$ cat config.mk
export PLATFORM = sky130hd
export DESIGN_NAME = auto_flow_control_trigger
export DESIGN_NICKNAME = d
export VERILOG_FILES = /design/src/hw/afc_pkg.sv /design/src/hw/auto_flow_control_trigger.sv
export SDC_FILE = /design/constraint.sdc
export NUM_CORES = 1
export LEC_CHECK = 0
export ABC_AREA = 1
export BUFFER_PORTS_ARGS = -buffer_cell sky130_fd_sc_hd__buf_2
export CORE_UTILIZATION = 50
export CTS_CLUSTER_SIZE = 24
export DETAILED_ROUTE_END_ITERATION = 12
export PLACE_DENSITY = 0.7
export SYNTH_ARGS = -nofsm -noshare
export SYNTH_HDL_FRONTEND = slang
export SYNTH_SLANG_ARGS = --single-unit
$ cat constraint.sdc
create_clock -name pclk -period 8.03 [get_ports pclk]
set_input_delay 2.0075 -clock pclk [delete_from_list [all_inputs] [get_ports pclk]]
set_output_delay 2.0075 -clock pclk [all_outputs]
set_load 0.02 [all_outputs]
$ cat src/hw/afc_pkg.sv
// constants for the automatic flow control trigger of the host mac
// assumes a 200 mhz register clock shared with the mac receive logic
package afc_pkg;

  // ==========================================================
  // register map
  localparam logic [7:0]  CFG_OFFSET    = 8'hac;
  localparam logic [7:0]  STATUS_OFFSET = 8'hc0;
  localparam logic [31:0] CFG_RESET     = 32'h0000_0000;
  localparam logic [31:0] CFG_WMASK     = 32'h00ff_ffff;

  // ==========================================================
  // config fields
  localparam int HI_MSB    = 23;
  localparam int HI_LSB    = 16;
  localparam int LO_MSB    = 15;
  localparam int LO_LSB    = 8;
  localparam int DUR_MSB   = 7;
  localparam int DUR_LSB   = 4;
  localparam int MULT_BIT  = 3;
  localparam int BRD_BIT   = 2;
  localparam int ADDR_BIT  = 1;
  localparam int ANY_BIT   = 0;
  localparam int UNIT_SHIFT = 6; // thresholds count 64-byte units

  // status fields
  localparam int ST_HI_SEEN_BIT = 0;
  localparam int ST_SENT_BIT    = 1;
  localparam int ST_WINDOW_BIT  = 2;
  localparam int ST_JAM_BIT     = 3;

  // ==========================================================
  // timing
  localparam int CLK_PERIOD_NS   = 5;
  localparam int US_NS           = 1000;
  localparam int BP_US_0         = 5;
  localparam int BP_US_1         = 10;
  localparam int BP_US_2         = 15;
  localparam int BP_US_3         = 25;
  localparam int BP_STEP_US      = 50;
  localparam int BP_STEP_BASE    = 3;
  localparam int BP_10M_EXTRA_NS = 2200;
  localparam int US_CYCLES       = US_NS / CLK_PERIOD_NS;
  localparam int EXTRA_10M_CYCLES = BP_10M_EXTRA_NS / CLK_PERIOD_NS;

endpackage : afc_pkg

$ cat src/hw/auto_flow_control_trigger.sv
// automatic flow control trigger: pause requests and half-duplex jamming
// assumes mac inputs on pclk, apb slave on pclk, pclken high for bus use
//
// Contract
// - trigger at fifo bytes >= high field times 64
// - full duplex: one non-zero pause per reach
// - half duplex: jam qualifying frames for duration
// - below low level: send zero-time pause
// - zero pause only after sent pause, enabled
// - duration field used only for backpressure
// - multicast qualifier in half duplex only
// - broadcast qualifier in half duplex only
// - station address qualifier in half duplex
// - any-frame bit; sole full duplex enable
// - any-frame half duplex jams at preamble
// - any-frame full duplex requests pause at once
// - any-frame overrides the three qualifiers
// - duration table, plus 2.2 us at 10M
// - duration timed from high-level reach
// - nothing sent while transmitter disabled
`timescale 1ns/1ps
`default_nettype none

module auto_flow_control_trigger #(
  parameter int FIFO_CNT_W       = 16,
  parameter int US_CYCLES        = afc_pkg::US_CYCLES,
  parameter int EXTRA_10M_CYCLES = afc_pkg::EXTRA_10M_CYCLES
) (
  // clock and reset
  input  wire logic                  pclk,
  input  wire logic                  presetn,
  input  wire logic                  pclken,
  // apb slave
  input  wire logic                  psel,
  input  wire logic                  penable,
  input  wire logic                  pwrite,
  input  wire logic [7:0]            paddr,
  input  wire logic [31:0]           pwdata,
  output logic      [31:0]           prdata,
  output logic                       pready,
  output logic                       pslverr,
  // mac mode
  input  wire logic                  full_duplex,
  input  wire logic                  speed_100,
  input  wire logic                  tx_enable,
  // receive side
  input  wire logic [FIFO_CNT_W-1:0] rx_fifo_bytes,
  input  wire logic                  rx_preamble,
  input  wire logic                  rx_da_valid,
  input  wire logic                  rx_is_multicast,
  input  wire logic                  rx_is_broadcast,
  input  wire logic                  rx_addr_match,
  // transmit side
  output logic                       pause_req,
  output logic                       pause_zero,
  output logic                       jam
);

  // ==========================================================
  // state
  logic [31:0] auto_flow_control_config;
  logic        hi_seen;
  logic        pause_sent;
  logic        bp_window;
  logic [31:0] bp_count;

  logic [7:0] fifo_high_threshold;
  logic [7:0] fifo_low_threshold;
  logic [3:0] backpressure_duration_sel;
  logic       qualify_on_multicast;
  logic       qualify_on_broadcast;
  logic       qualify_on_station_address;
  logic       qualify_on_any_frame;

  assign fifo_high_threshold =
    auto_flow_control_config[afc_pkg::HI_MSB:afc_pkg::HI_LSB];
  assign fifo_low_threshold =
    auto_flow_control_config[afc_pkg::LO_MSB:afc_pkg::LO_LSB];
  assign backpressure_duration_sel =
    auto_flow_control_config[afc_pkg::DUR_MSB:afc_pkg::DUR_LSB];
  assign qualify_on_multicast       = auto_flow_control_config[afc_pkg::MULT_BIT];
  assign qualify_on_broadcast       = auto_flow_control_config[afc_pkg::BRD_BIT];
  assign qualify_on_station_address = auto_flow_control_config[afc_pkg::ADDR_BIT];
  assign qualify_on_any_frame       = auto_flow_control_config[afc_pkg::ANY_BIT];

  // ==========================================================
  // helpers
  function automatic logic [FIFO_CNT_W+7:0] level_bytes(input logic [7:0] units);
    level_bytes = {{(FIFO_CNT_W - 6){1'b0}}, units, 6'h00};
  endfunction : level_bytes

  function automatic logic [31:0] dur_cycles(input logic [3:0] sel, input logic slow);
    logic [31:0] us;
    us = 32'h0000_0000;
    unique case (sel)
      4'h0:    us = 32'(afc_pkg::BP_US_0);
      4'h1:    us = 32'(afc_pkg::BP_US_1);
      4'h2:    us = 32'(afc_pkg::BP_US_2);
      4'h3:    us = 32'(afc_pkg::BP_US_3);
      default: us = 32'(afc_pkg::BP_STEP_US) * (32'(sel) - 32'(afc_pkg::BP_STEP_BASE));
    endcase
    dur_cycles = 32'(us * 32'(US_CYCLES)) + (slow ? 32'(EXTRA_10M_CYCLES) : 32'h0);
  endfunction : dur_cycles

  // ==========================================================
  // level compare, every cycle
  logic [FIFO_CNT_W+7:0] fifo_ext;
  logic at_hi;
  logic below_lo;
  logic hi_rise;
  logic fd_enabled;
  logic hd_enabled;
  logic frame_qualifies;

  assign fifo_ext  = {8'h00, rx_fifo_bytes};
  assign at_hi     = fifo_ext >= level_bytes(fifo_high_threshold);
  assign below_lo  = fifo_ext < level_bytes(fifo_low_threshold);
  assign hi_rise   = at_hi && !hi_seen;
  // any-frame is the only full duplex enable
  assign fd_enabled = full_duplex && qualify_on_any_frame && tx_enable;
  assign hd_enabled = !full_duplex && tx_enable && (auto_flow_control_config[3:0] != 4'h0);

  // any-frame jams on the preamble with no address decode
  always_comb begin
    if (qualify_on_any_frame) begin
      frame_qualifies = rx_preamble;
    end else begin
      frame_qualifies = rx_da_valid &&
        ((qualify_on_multicast && rx_is_multicast) ||
         (qualify_on_broadcast && rx_is_broadcast) ||
         (qualify_on_station_address && rx_addr_match));
    end
  end

  // ==========================================================
  // apb slave: answer prepared in setup, pready in access
  logic sel_cfg;
  logic sel_status;
  logic setup;
  logic access_done;

  assign sel_cfg     = paddr == afc_pkg::CFG_OFFSET;
  assign sel_status  = paddr == afc_pkg::STATUS_OFFSET;
  assign setup       = psel && !penable;
  assign access_done = psel && penable && pready;

  always_ff @(posedge pclk or negedge presetn) begin
    if (!presetn) begin
      pready  <= 1'b0;
      prdata  <= 32'h0000_0000;
      pslverr <= 1'b0;
    end else if (pclken) begin
      pready <= setup;
      if (setup) begin
        pslverr <= !(sel_cfg || sel_status);
        if (pwrite || !(sel_cfg || sel_status)) begin
          prdata <= 32'h0000_0000;
        end else if (sel_cfg) begin
          prdata <= auto_flow_control_config;
        end else begin
          prdata <= {28'h0000000, jam, bp_window, pause_sent, hi_seen};
        end
      end
    end
  end

  always_ff @(posedge pclk or negedge presetn) begin
    if (!presetn) begin
      auto_flow_control_config <= afc_pkg::CFG_RESET;
    end else if (pclken && access_done && pwrite && sel_cfg) begin
      auto_flow_control_config <= pwdata & afc_pkg::CFG_WMASK;
    end
  end

  // ==========================================================
  // high-level tracking, rearmed once below the low level
  always_ff @(posedge pclk or negedge presetn) begin
    if (!presetn) begin
      hi_seen <= 1'b0;
    end else if (pclken) begin
      if (at_hi) begin
        hi_seen <= 1'b1;
      end else if (below_lo) begin
        hi_seen <= 1'b0;
      end
    end
  end

  // ==========================================================
  // full duplex pause requests; transmitter queues the pulse
  always_ff @(posedge pclk or negedge presetn) begin
    if (!presetn) begin
      pause_req  <= 1'b0;
      pause_zero <= 1'b0;
      pause_sent <= 1'b0;
    end else if (pclken) begin
      pause_req <= 1'b0;
      if (fd_enabled && hi_rise) begin
        pause_req  <= 1'b1;
        pause_zero <= 1'b0;
        pause_sent <= 1'b1;
      end else if (fd_enabled && pause_sent && below_lo) begin
        pause_req  <= 1'b1;
        pause_zero <= 1'b1;
        pause_sent <= 1'b0;
      end else if (!qualify_on_any_frame || !full_duplex) begin
        pause_sent <= 1'b0; // flow control off: nothing to resume
      end
    end
  end

  // ==========================================================
  // half duplex window, timed from the reach not the jam
  always_ff @(posedge pclk or negedge presetn) begin
    if (!presetn) begin
      bp_window <= 1'b0;
      bp_count  <= 32'h0000_0000;
    end else if (pclken) begin
      if (hd_enabled && hi_rise) begin
        bp_window <= 1'b1;
        bp_count  <= dur_cycles(backpressure_duration_sel, !speed_100);
      end else if (!hd_enabled) begin
        bp_window <= 1'b0;
        bp_count  <= 32'h0000_0000;
      end else if (bp_window) begin
        if (bp_count <= 32'h0000_0001) begin
          bp_window <= 1'b0;
          bp_count  <= 32'h0000_0000;
        end else begin
          bp_count <= bp_count - 32'h0000_0001;
        end
      end
    end
  end

  always_ff @(posedge pclk or negedge presetn) begin
    if (!presetn) begin
      jam <= 1'b0;
    end else if (pclken) begin
      if (!hd_enabled || !bp_window) begin
        jam <= 1'b0;
      end else if (frame_qualifies) begin
        jam <= 1'b1;
      end
    end
  end

  // ==========================================================
  // checks
  property p_hi_pause;
    @(posedge pclk) disable iff (!presetn)
      pause_req && !pause_zero |-> $past(at_hi && !hi_seen && full_duplex);
  endproperty
  a_hi_pause: assert property (p_hi_pause)
    else $error("non-zero pause without high level reach");
  property p_zero_pause;
    @(posedge pclk) disable iff (!presetn)
      pause_req && pause_zero |-> $past(pause_sent) && $past(below_lo);
  endproperty
  a_zero_pause: assert property (p_zero_pause)
    else $error("zero pause without earlier pause");
  property p_tx_off;
    @(posedge pclk) disable iff (!presetn)
      pclken && !tx_enable |=> !pause_req;
  endproperty
  a_tx_off: assert property (p_tx_off)
    else $error("pause with transmitter disabled");
  property p_fd_no_jam;
    @(posedge pclk) disable iff (!presetn)
      pclken && full_duplex |=> !jam;
  endproperty
  a_fd_no_jam: assert property (p_fd_no_jam)
    else $error("jam in full duplex");
  property p_window_load;
    @(posedge pclk) disable iff (!presetn)
      pclken && hd_enabled && hi_rise |=>
        bp_window && bp_count == dur_cycles($past(backpressure_duration_sel), !$past(speed_100));
  endproperty
  a_window_load: assert property (p_window_load)
    else $error("backpressure window not loaded on reach");
  property p_mult_jam;
    @(posedge pclk) disable iff (!presetn)
      pclken && hd_enabled && bp_window && !qualify_on_any_frame && qualify_on_multicast
        && rx_da_valid && rx_is_multicast |=> jam;
  endproperty
  a_mult_jam: assert property (p_mult_jam)
    else $error("multicast frame not jammed");
  property p_any_jam;
    @(posedge pclk) disable iff (!presetn)
      pclken && hd_enabled && bp_window && qualify_on_any_frame && rx_preamble |=> jam;
  endproperty
  a_any_jam: assert property (p_any_jam)
    else $error("preamble not jammed in any-frame mode");
  property p_any_override;
    @(posedge pclk) disable iff (!presetn)
      pclken && !jam && qualify_on_any_frame && !rx_preamble |=> !jam;
  endproperty
  a_any_override: assert property (p_any_override)
    else $error("qualifier bit acted under any-frame");
  property p_fd_pause_now;
    @(posedge pclk) disable iff (!presetn)
      pclken && fd_enabled && hi_rise |=> pause_req && !pause_zero;
  endproperty
  a_fd_pause_now: assert property (p_fd_pause_now)
    else $error("pause not requested at once");
  // a zero pause may follow at once if the level collapses
  property p_one_pause;
    @(posedge pclk) disable iff (!presetn)
      pause_req && !pause_zero |=> !(pause_req && !pause_zero);
  endproperty
  a_one_pause: assert property (p_one_pause)
    else $error("more than one pause per reach");
  property p_jam_in_window;
    @(posedge pclk) disable iff (!presetn)
      pclken && !bp_window |=> !jam;
  endproperty
  a_jam_in_window: assert property (p_jam_in_window)
    else $error("jam outside backpressure window");
  property p_pause_enabled;
    @(posedge pclk) disable iff (!presetn)
      pause_req |-> $past(full_duplex && qualify_on_any_frame && tx_enable);
  endproperty
  a_pause_enabled: assert property (p_pause_enabled)
    else $error("pause without full duplex any-frame enable");
  property p_rearm_hold;
    @(posedge pclk) disable iff (!presetn)
      pclken && hi_seen && !below_lo |=> hi_seen;
  endproperty
  a_rearm_hold: assert property (p_rearm_hold)
    else $error("high level rearmed above the low level");
  property p_window_end;
    @(posedge pclk) disable iff (!presetn)
      pclken && bp_window && !hi_rise && bp_count <= 32'h0000_0001 |=> !bp_window;
  endproperty
  a_window_end: assert property (p_window_end)
    else $error("backpressure window overran its duration");

  c_fd_pause: cover property (@(posedge pclk) pause_req && !pause_zero);
  c_fd_resume: cover property (@(posedge pclk) pause_req && pause_zero);
  c_hd_jam: cover property (@(posedge pclk) $rose(jam));
  c_window_end: cover property (@(posedge pclk) $fell(bp_window));
  c_slow_window: cover property (@(posedge pclk) bp_window && !speed_100);

endmodule : auto_flow_control_trigger

`default_nettype wire

==> parameters.txt, run 1 <==
Parameter                              Value

Clocking
  Number of gates resized after cts    0
  Clock Sinks    88
  Hold_buf cts    0
  Clock H-tree levels    3
  Clock buffer count from CTS    9
  Clock tree from TritonCTS    done
  Clock input transition at the sequential cells of the worst setup and hold paths    around 0.07 ns
  Clock tree buffer depth    2
  Root Buffer Master    sky130_fd_sc_hd__clkbuf_16
  Buffer count from post-CTS setup fixing    0
  Clock latency of the later-clocked register in the worst-skew pair    approximately 0.36 ns

Synth
  Area of the mapped netlist    approximately 0.01 mm2
  Synth Instances    between 1000 and 1500
  Share of the synthesized area in compound gates (AO/OA/AOI/OAI)    between 8 and 9%
  Library cells used by synthesis    48
  Adder-cell share of the synthesized area    between 20% and 30%
  Primary flip-flop cell chosen by synthesis mapping    sky130_fd_sc_hd__dfrtp_1
  Biggest area consumer among synthesized cells    sky130_fd_sc_hd__dfrtp_1
  Yosys warns    0
  Main combinational cell family by area after synthesis    simple AND/OR/NAND/NOR gates
  Post-synthesis simple-gate area fraction    between 30% and 40%
  Number of enable-type register cells in the synthesized netlist    0
  Top post-synthesis cells by area    sky130_fd_sc_hd__dfrtp_1 22%, sky130_fd_sc_hd__ha_1 15%, sky130_fd_sc_hd__nand2_1 14%, sky130_fd_sc_hd__inv_1 10%, sky130_fd_sc_hd__fa_1 5.6%
  Mux cell area share after synthesis    0.563%
  FF+latch count, synth    88
  Synth Area in XOR/XNOR    3.59%
  Async set-reset flop share out of synthesis    between 90% and 100%
  Average cell area after synthesis    just under 7 um2
  Sequential share of the synthesized area    between 20 and 25%
  Area share of the leading cell type in the synthesized netlist    22.0%

Floorplanning
  Site Rows    51
  Die Height    between 100 and 150 um
  Standard cell core area    between 0.015 and 0.02 mm2
  Overall die area    slightly above 0.02 mm2
  # IOs    between 100 and 150
  Die span in x    between 100 and 150 um
  Initial standard-cell utilization of the core    just over 50%

STA
  Max transition margin    about two fifths
  Number of hold violations in the final report    0
  Hold Slack    between 0.4 and 0.5 ns
  Least-Margin Pin Slew    0.907 ns
  Part of the cycle the worst path needs    between 90% and 100%
  Setup-violating endpoint count in the final report    0
  Fin crit period    a little over 7 ns
  Count of pins over their slew limit    0
  Highest Clock Rate    approximately 140 MHz
  Final-layout setup total negative slack    0 ns
  Post-Route Skew    between 0.01 and 0.015 ns
  RSZ-0062 raised after global routing    false

GRT
  Total congestion overflow    0
  Initial antenna violation count    0
  Peak-usage layer in the global routing report    met2
  Met2 Track Usage GR    between 40% and 50%
  Global routing usage on met1    around a third
  Wire length of the first global-routing pass    roughly 40000 um
  Via count of the first global-routing pass    a little under 9000
  Maximum number of pins on one net before global-route repair    71
  Grt met3 use    approximately 4.6%
  Total track usage    between 20 and 25%

Critical path
  Worst reg-to-reg path cell count    41
  Highest net fanout along the worst path    17
  Endpoint class of the critical path    register
  Most used cell along the critical path    sky130_fd_sc_hd__nand2_1
  Largest stage delay, worst path    approximately 0.53 ns
  Classification of the worst setup path    reg -> reg
  Slowest stage cell, crit path    sky130_fd_sc_hd__fa_1
  Arr. time, crit path    approximately 7.5 ns
  Startpoint type of the worst setup path    register
  Required time of the worst setup path    8.27 ns

Routing
  Post-route DRC    0
  Via density per instance    between 4 and 5
  Via total after detailed routing    slightly above 9000
  DRT antenna net count    0
  Drt initial violations    437
  Wire length reported by the detailed router    ~23000 um
  WL/cell    roughly 13 um
  Length of the first detailed-routing pass in iterations    5

Placed design
  Detailed placer's ending HPWL    around 19000 um
  GPL Wtd Cong    between 0.9 and 1
  PortBufs    90

Layout
  Highest-count cells in the layout ignoring fill and taps    370 x sky130_fd_sc_hd__nand2_1, 278 x sky130_fd_sc_hd__inv_1, 138 x sky130_fd_sc_hd__nor2_1
  Antenna diode count    0
  Layout-stage area growth over the synthesis result    10.5%
  Share of post-route cells with drive strength above 1    13.6%
  Most common library cell in the layout ignoring fill and taps    sky130_fd_sc_hd__nand2_1
  NumNets Final    1792

Pwr
  Leakage power of the design    6.30 nW
  Total power    about 1.3 mW
  Maximum vdd drop    around 0.12 mV
  Power density over the cells    between 100 and 150 mW/mm2

Worst hold path
  Hold-critical path depth    2
  Hold crit path type    reg -> reg

Run status
  Result of the run    completed

Flow run
  Max-capacitance violation count    0
-- path summary, 6_finish.rpt --
path	startpoint	to	slack [ns]
setup / recovery	auto_flow_control_config[7]$_DFFE_PN0P_	bp_count[27]$_DFFE_PN0P_	0.76
hold / removal	prdata[4]$_DFFE_PN0P_	prdata[4]$_DFFE_PN0P_	0.49
setup reg to reg	auto_flow_control_config[7]$_DFFE_PN0P_	bp_count[27]$_DFFE_PN0P_	0.76
hold reg to reg	prdata[4]$_DFFE_PN0P_	prdata[4]$_DFFE_PN0P_	0.49
max in group asynchronous	presetn	prdata[15]$_DFFE_PN0P_	5.34
min in group asynchronous	presetn	bp_count[23]$_DFFE_PN0P_	1.53
-- logic make-up (layout without fill, tap and decap cells) --
group | count (synthesis) | in the layout
compound gates | 159 | 159
xor+xnor | 41 | 41
fa+ha+maj | 144 | 144
buf+inv | 324 | 409
flops | 88 | 88
mux | 5 | 5
other cells | 2 | 24
simple gates | 713 | 713
-- cell type report --
class | count | area (um2)
Clock inverter | 6 | 55.1
Inverter | 296 | 1110
Multi-Input combinational cell | 1086 | 6630
Sequential cell | 88 | 2200
Fill cell | 1956 | 8470
Clock buffer | 10 | 229
Tap cell | 265 | 332
Timing Repair Buffer | 97 | 505
-- cells in the mapped netlist (14+ instances only) --
master / n
sky130_fd_sc_hd__nand2_1: 370
sky130_fd_sc_hd__inv_1: 278
sky130_fd_sc_hd__nor2_1: 138
sky130_fd_sc_hd__ha_1: 116
sky130_fd_sc_hd__dfrtp_1: 88
sky130_fd_sc_hd__nand3_1: 79
sky130_fd_sc_hd__a21oi_1: 60
sky130_fd_sc_hd__o21ai_0: 47
sky130_fd_sc_hd__nand2_2: 31
sky130_fd_sc_hd__xor2_1: 29
sky130_fd_sc_hd__fa_1: 28
sky130_fd_sc_hd__nand4_1: 28
sky130_fd_sc_hd__inv_2: 17
sky130_fd_sc_hd__nor2_2: 16
sky130_fd_sc_hd__nor3_1: 14
-- per-stage QoR --
step | utilization [%] | setup WS [ns] | std cells | area [um2]
finish | 56.6 | 0.763 | 1848 | 11100
global route | 56.6 | 0.0254 | 1848 | 11100
CTS | 56.6 | 0.599 | 1847 | 11100
detailed placement | 55.2 | 0.644 | 1831 | 10800
global placement | 55.2 | 0.734 | 1831 | 10800
floorplan | - | 1.49 | 1498 | 10100
-- critical path: cells and delay by family, from the launching register on --
family          cells  cell delay [ns]
compound gates      2             0.24
buf+inv            11             1.10
simple gates       20             2.31
fa+ha+maj           8             3.05
flops               1             0.44
-- state kept, by name, indices dropped and copies added (netlist names) --
signal and count:
prdata 24, hi_seen 1, pslverr 1, jam 1, pause_req 1, pready 1, pause_zero 1, pause_sent 1
bp_window 1, auto_flow_control_config 24, bp_count 32
-- power by group --
group          switching (mW)  internal [mW]  total [mW]
logic                   0.255          0.137       0.393
clock network           0.198          0.217       0.416
registers              0.0273          0.472       0.499
total                   0.481          0.827        1.31
-- per-layer routing --
layer | share of wire (%) | vias to the layer above
met1 | 47 | 4211
li1 | - | 4804
met5 | 0 | -
met2 | 47 | 194
met3 | 5.0 | 22
met4 | 1.4 | 0
(Power assumes the default switching activity.)
==> inputs of run 2 (changes only) <==
Settings changed: PLACE_DENSITY 0.7 to 0.72.
Clock period 8.03 ns to 6.1 ns, I/O delays scaled along.
==> parameters.txt, run 2 (synthesis results as in run 1) <==
Parameter                              Value

Floorplanning
  # IOs    107 (unchanged)
  Initial standard-cell utilization of the core    51.2% (unchanged)
  Die span in x    143 um (unchanged)
  Overall die area    0.0206 mm2 (unchanged)
  Standard cell core area    0.0195 mm2 (unchanged)
  Die Height    143 um (unchanged)
  Site Rows    51 (unchanged)

GRT
  Via count of the first global-routing pass    9587 (+9.6%)
  Wire length of the first global-routing pass    42700 um (+6.8%)
  Total track usage    25.7% (+1.4 points)
  Initial antenna violation count    0 (unchanged)
  Total congestion overflow    0 (unchanged)
  Maximum number of pins on one net before global-route repair    48 (-32%)

Routing
  Length of the first detailed-routing pass in iterations    5 (unchanged)
  Drt initial violations    479 (+9.6%)
  WL/cell    12.8 um (+1.7%)
  Wire length reported by the detailed router    25000 um (+7.0%)
  DRT antenna net count    0 (unchanged)
  Post-route DRC    0 (unchanged)
  Via total after detailed routing    9762 (+5.8%)
  Via density per instance    5.02 (+0.53%)

STA
  Setup-violating endpoint count in the final report    12 (+12)
  Post-route worst setup slack    -0.300 ns (-1.06 ns)
  Count of pins over their slew limit    0 (unchanged)
  Number of hold violations in the final report    0 (unchanged)
  Hold Slack    0.485 ns (-0.000595 ns)
  Highest Clock Rate    156 MHz (+14%)
  Part of the cycle the worst path needs    105% (+14 points)
  Max transition margin    29.4% (-9.9 points)
  Fin crit period    6.40 ns (-0.867 ns)
  Least-Margin Pin Slew    1.05 ns (+0.143 ns)
  Post-Route Skew    0.0151 ns (+0.00288 ns)
  RSZ-0062 raised after global routing    true

Critical path
  Reg-to-reg setup timing slack    -0.30 ns (-1.06 ns)
  Required time of the worst setup path    6.37 ns (-1.90 ns)
  Endpoint class of the critical path    register
  Classification of the worst setup path    reg -> reg
  Arr. time, crit path    6.67 ns (-0.84 ns)
  Highest net fanout along the worst path    4 (-13)
  FF-to-FF Start    auto_flow_control_config[4]$_DFFE_PN0P_
  Largest stage delay, worst path    0.55 ns (+0.02 ns)
  Worst setup path startpoint    auto_flow_control_config[4]$_DFFE_PN0P_
  Worst reg-to-reg path cell count    38 (-7.3%)
  Most used cell along the critical path    sky130_fd_sc_hd__inv_2
  Crit path capture    bp_count[31]$_DFFE_PN0P_
  Capturing point of the worst reg2reg path    bp_count[31]$_DFFE_PN0P_
  Startpoint type of the worst setup path    register
  Slowest stage cell, crit path    sky130_fd_sc_hd__fa_1

Worst hold path
  Hold wc startpoint    pause_zero$_DFFE_PN0P_
  Hold crit path type    reg -> reg

Clocking
  Clock H-tree levels    3 (unchanged)
  Clock tree from TritonCTS    done
  Clock input transition at the sequential cells of the worst setup and hold paths    0.07 ns (about the same)
  Clock buffer count from CTS    9 (unchanged)
  Clock Sinks    88 (unchanged)
  Clock tree buffer depth    2 (unchanged)
  Clock latency of the later-clocked register in the worst-skew pair    0.35 ns (about the same)
  Root Buffer Master    sky130_fd_sc_hd__clkbuf_16
  Hold_buf cts    0 (unchanged)

Flow run
  Max-capacitance violation count    0 (unchanged)

Pwr
  Leakage power of the design    6.82 nW (+8.3%)
  Maximum vdd drop    0.148 mV (+26%)
  Power density over the cells    142 mW/mm2 (+20%)

Placed design
  Instance area at placement    0.0115 mm2 (+6.8%)
  GPL Wtd Cong    0.896 (-0.48%)
  PortBufs    90 (unchanged)
  Detailed placer's ending HPWL    19700 um (+3.1%)

Run status
  Violations in the final reports    setup timing
  Result of the run    finished, violations left

Layout
  Most common library cell in the layout ignoring fill and taps    sky130_fd_sc_hd__nand2_1
  Highest-count cells in the layout ignoring fill and taps    328 x sky130_fd_sc_hd__nand2_1, 260 x sky130_fd_sc_hd__inv_1, 109 x sky130_fd_sc_hd__nor2_1
  Largest register FFs    32 (unchanged)
  Post-route cell area    0.0125 mm2 (+13%)
  Leading registers by flop count    bp_count x32, auto_flow_control_config x24, prdata x24
  Top reg by flops    bp_count
  Antenna diode count    0 (unchanged)
  Share of post-route cells with drive strength above 1    26.9% (+13 points)
  Utilization of the core after routing    64.0% (+7.4 points)
  Layout-stage area growth over the synthesis result    24.9%
  NumNets Final    1888 (+5.4%)
-- run 2: cell type report --
class / instances / area [um2]
Clock buffer: 10 / 229
Multi-Input combinational cell: 1086 / 7340
Fill cell: 1768 / 7030
Sequential cell: 88 / 2200
Timing Repair Buffer: 193 / 1230
Clock inverter: 6 / 55.1
Inverter: 296 / 1110
Tap cell: 265 / 332
-- run 2: layer usage --
layer | up-vias | routed length, um | global-route usage (%)
met5 | - | 0 | 0
met4 | 0 | 403 | 6.61
met3 | 33 | 1120 | 4.40
met2 | 200 | 12300 | 45.0
met1 | 4517 | 11200 | 32.6
li1 | 5012 | - | -
-- run 2: worst min path at each step --
stage	end	slack (ns)	cells past startpoint
5_1_grt	prdata[10]$_DFFE_PN0P_	0.51	2
3_5_place_dp	pslverr$_DFFE_PN0P_	0.47	2
6_report	pause_zero$_DFFE_PN0P_	0.49	1
2_1_floorplan	hi_seen$_DFFE_PN0P_	0.46	2
4_1_cts	pause_zero$_DFFE_PN0P_	0.49	1
3_3_place_gp	prdata[9]$_DFFE_PN0P_	0.46	2
-- run 2: repair_timing --
item / CTS / global route
setup buffers: 6 / 9
resized for setup: 73 / 78
pin swaps: 30 / 41
setup endpoints to repair: 14 / 17
-- run 2: through the flow --
stage          total power, mW  TNS (ns)  cells  setup WS [ns]
5_1_grt                   1.90     -7.46   1944         -0.644
2_1_floorplan             1.06         0   1498        0.00125
3_3_place_gp              1.20     -2.72   1913         -0.317
6_report                  1.78     -2.21   1944         -0.300
4_1_cts                   1.76     -1.04   1935         -0.151
3_5_place_dp              1.21     -3.91   1913         -0.401
-- run 2: power by group --
group          internal, mW  total, mW  switching [mW]
logic                 0.219      0.582           0.363
registers             0.621      0.657          0.0356
clock network         0.286      0.541           0.255
-- run 2: critical path: cells and delay by family (launching register included) --
| family | cells | cell delay (ns) |
|---|---|---|
| AO/OA/AOI/OAI | 5 | 0.68 |
| flip-flops | 1 | 0.39 |
| XOR/XNOR | 2 | 0.40 |
| buffers and inverters | 12 | 0.87 |
| AND/OR/NAND/NOR | 10 | 1.08 |
| adder cells (fa/ha/maj) | 9 | 2.88 |
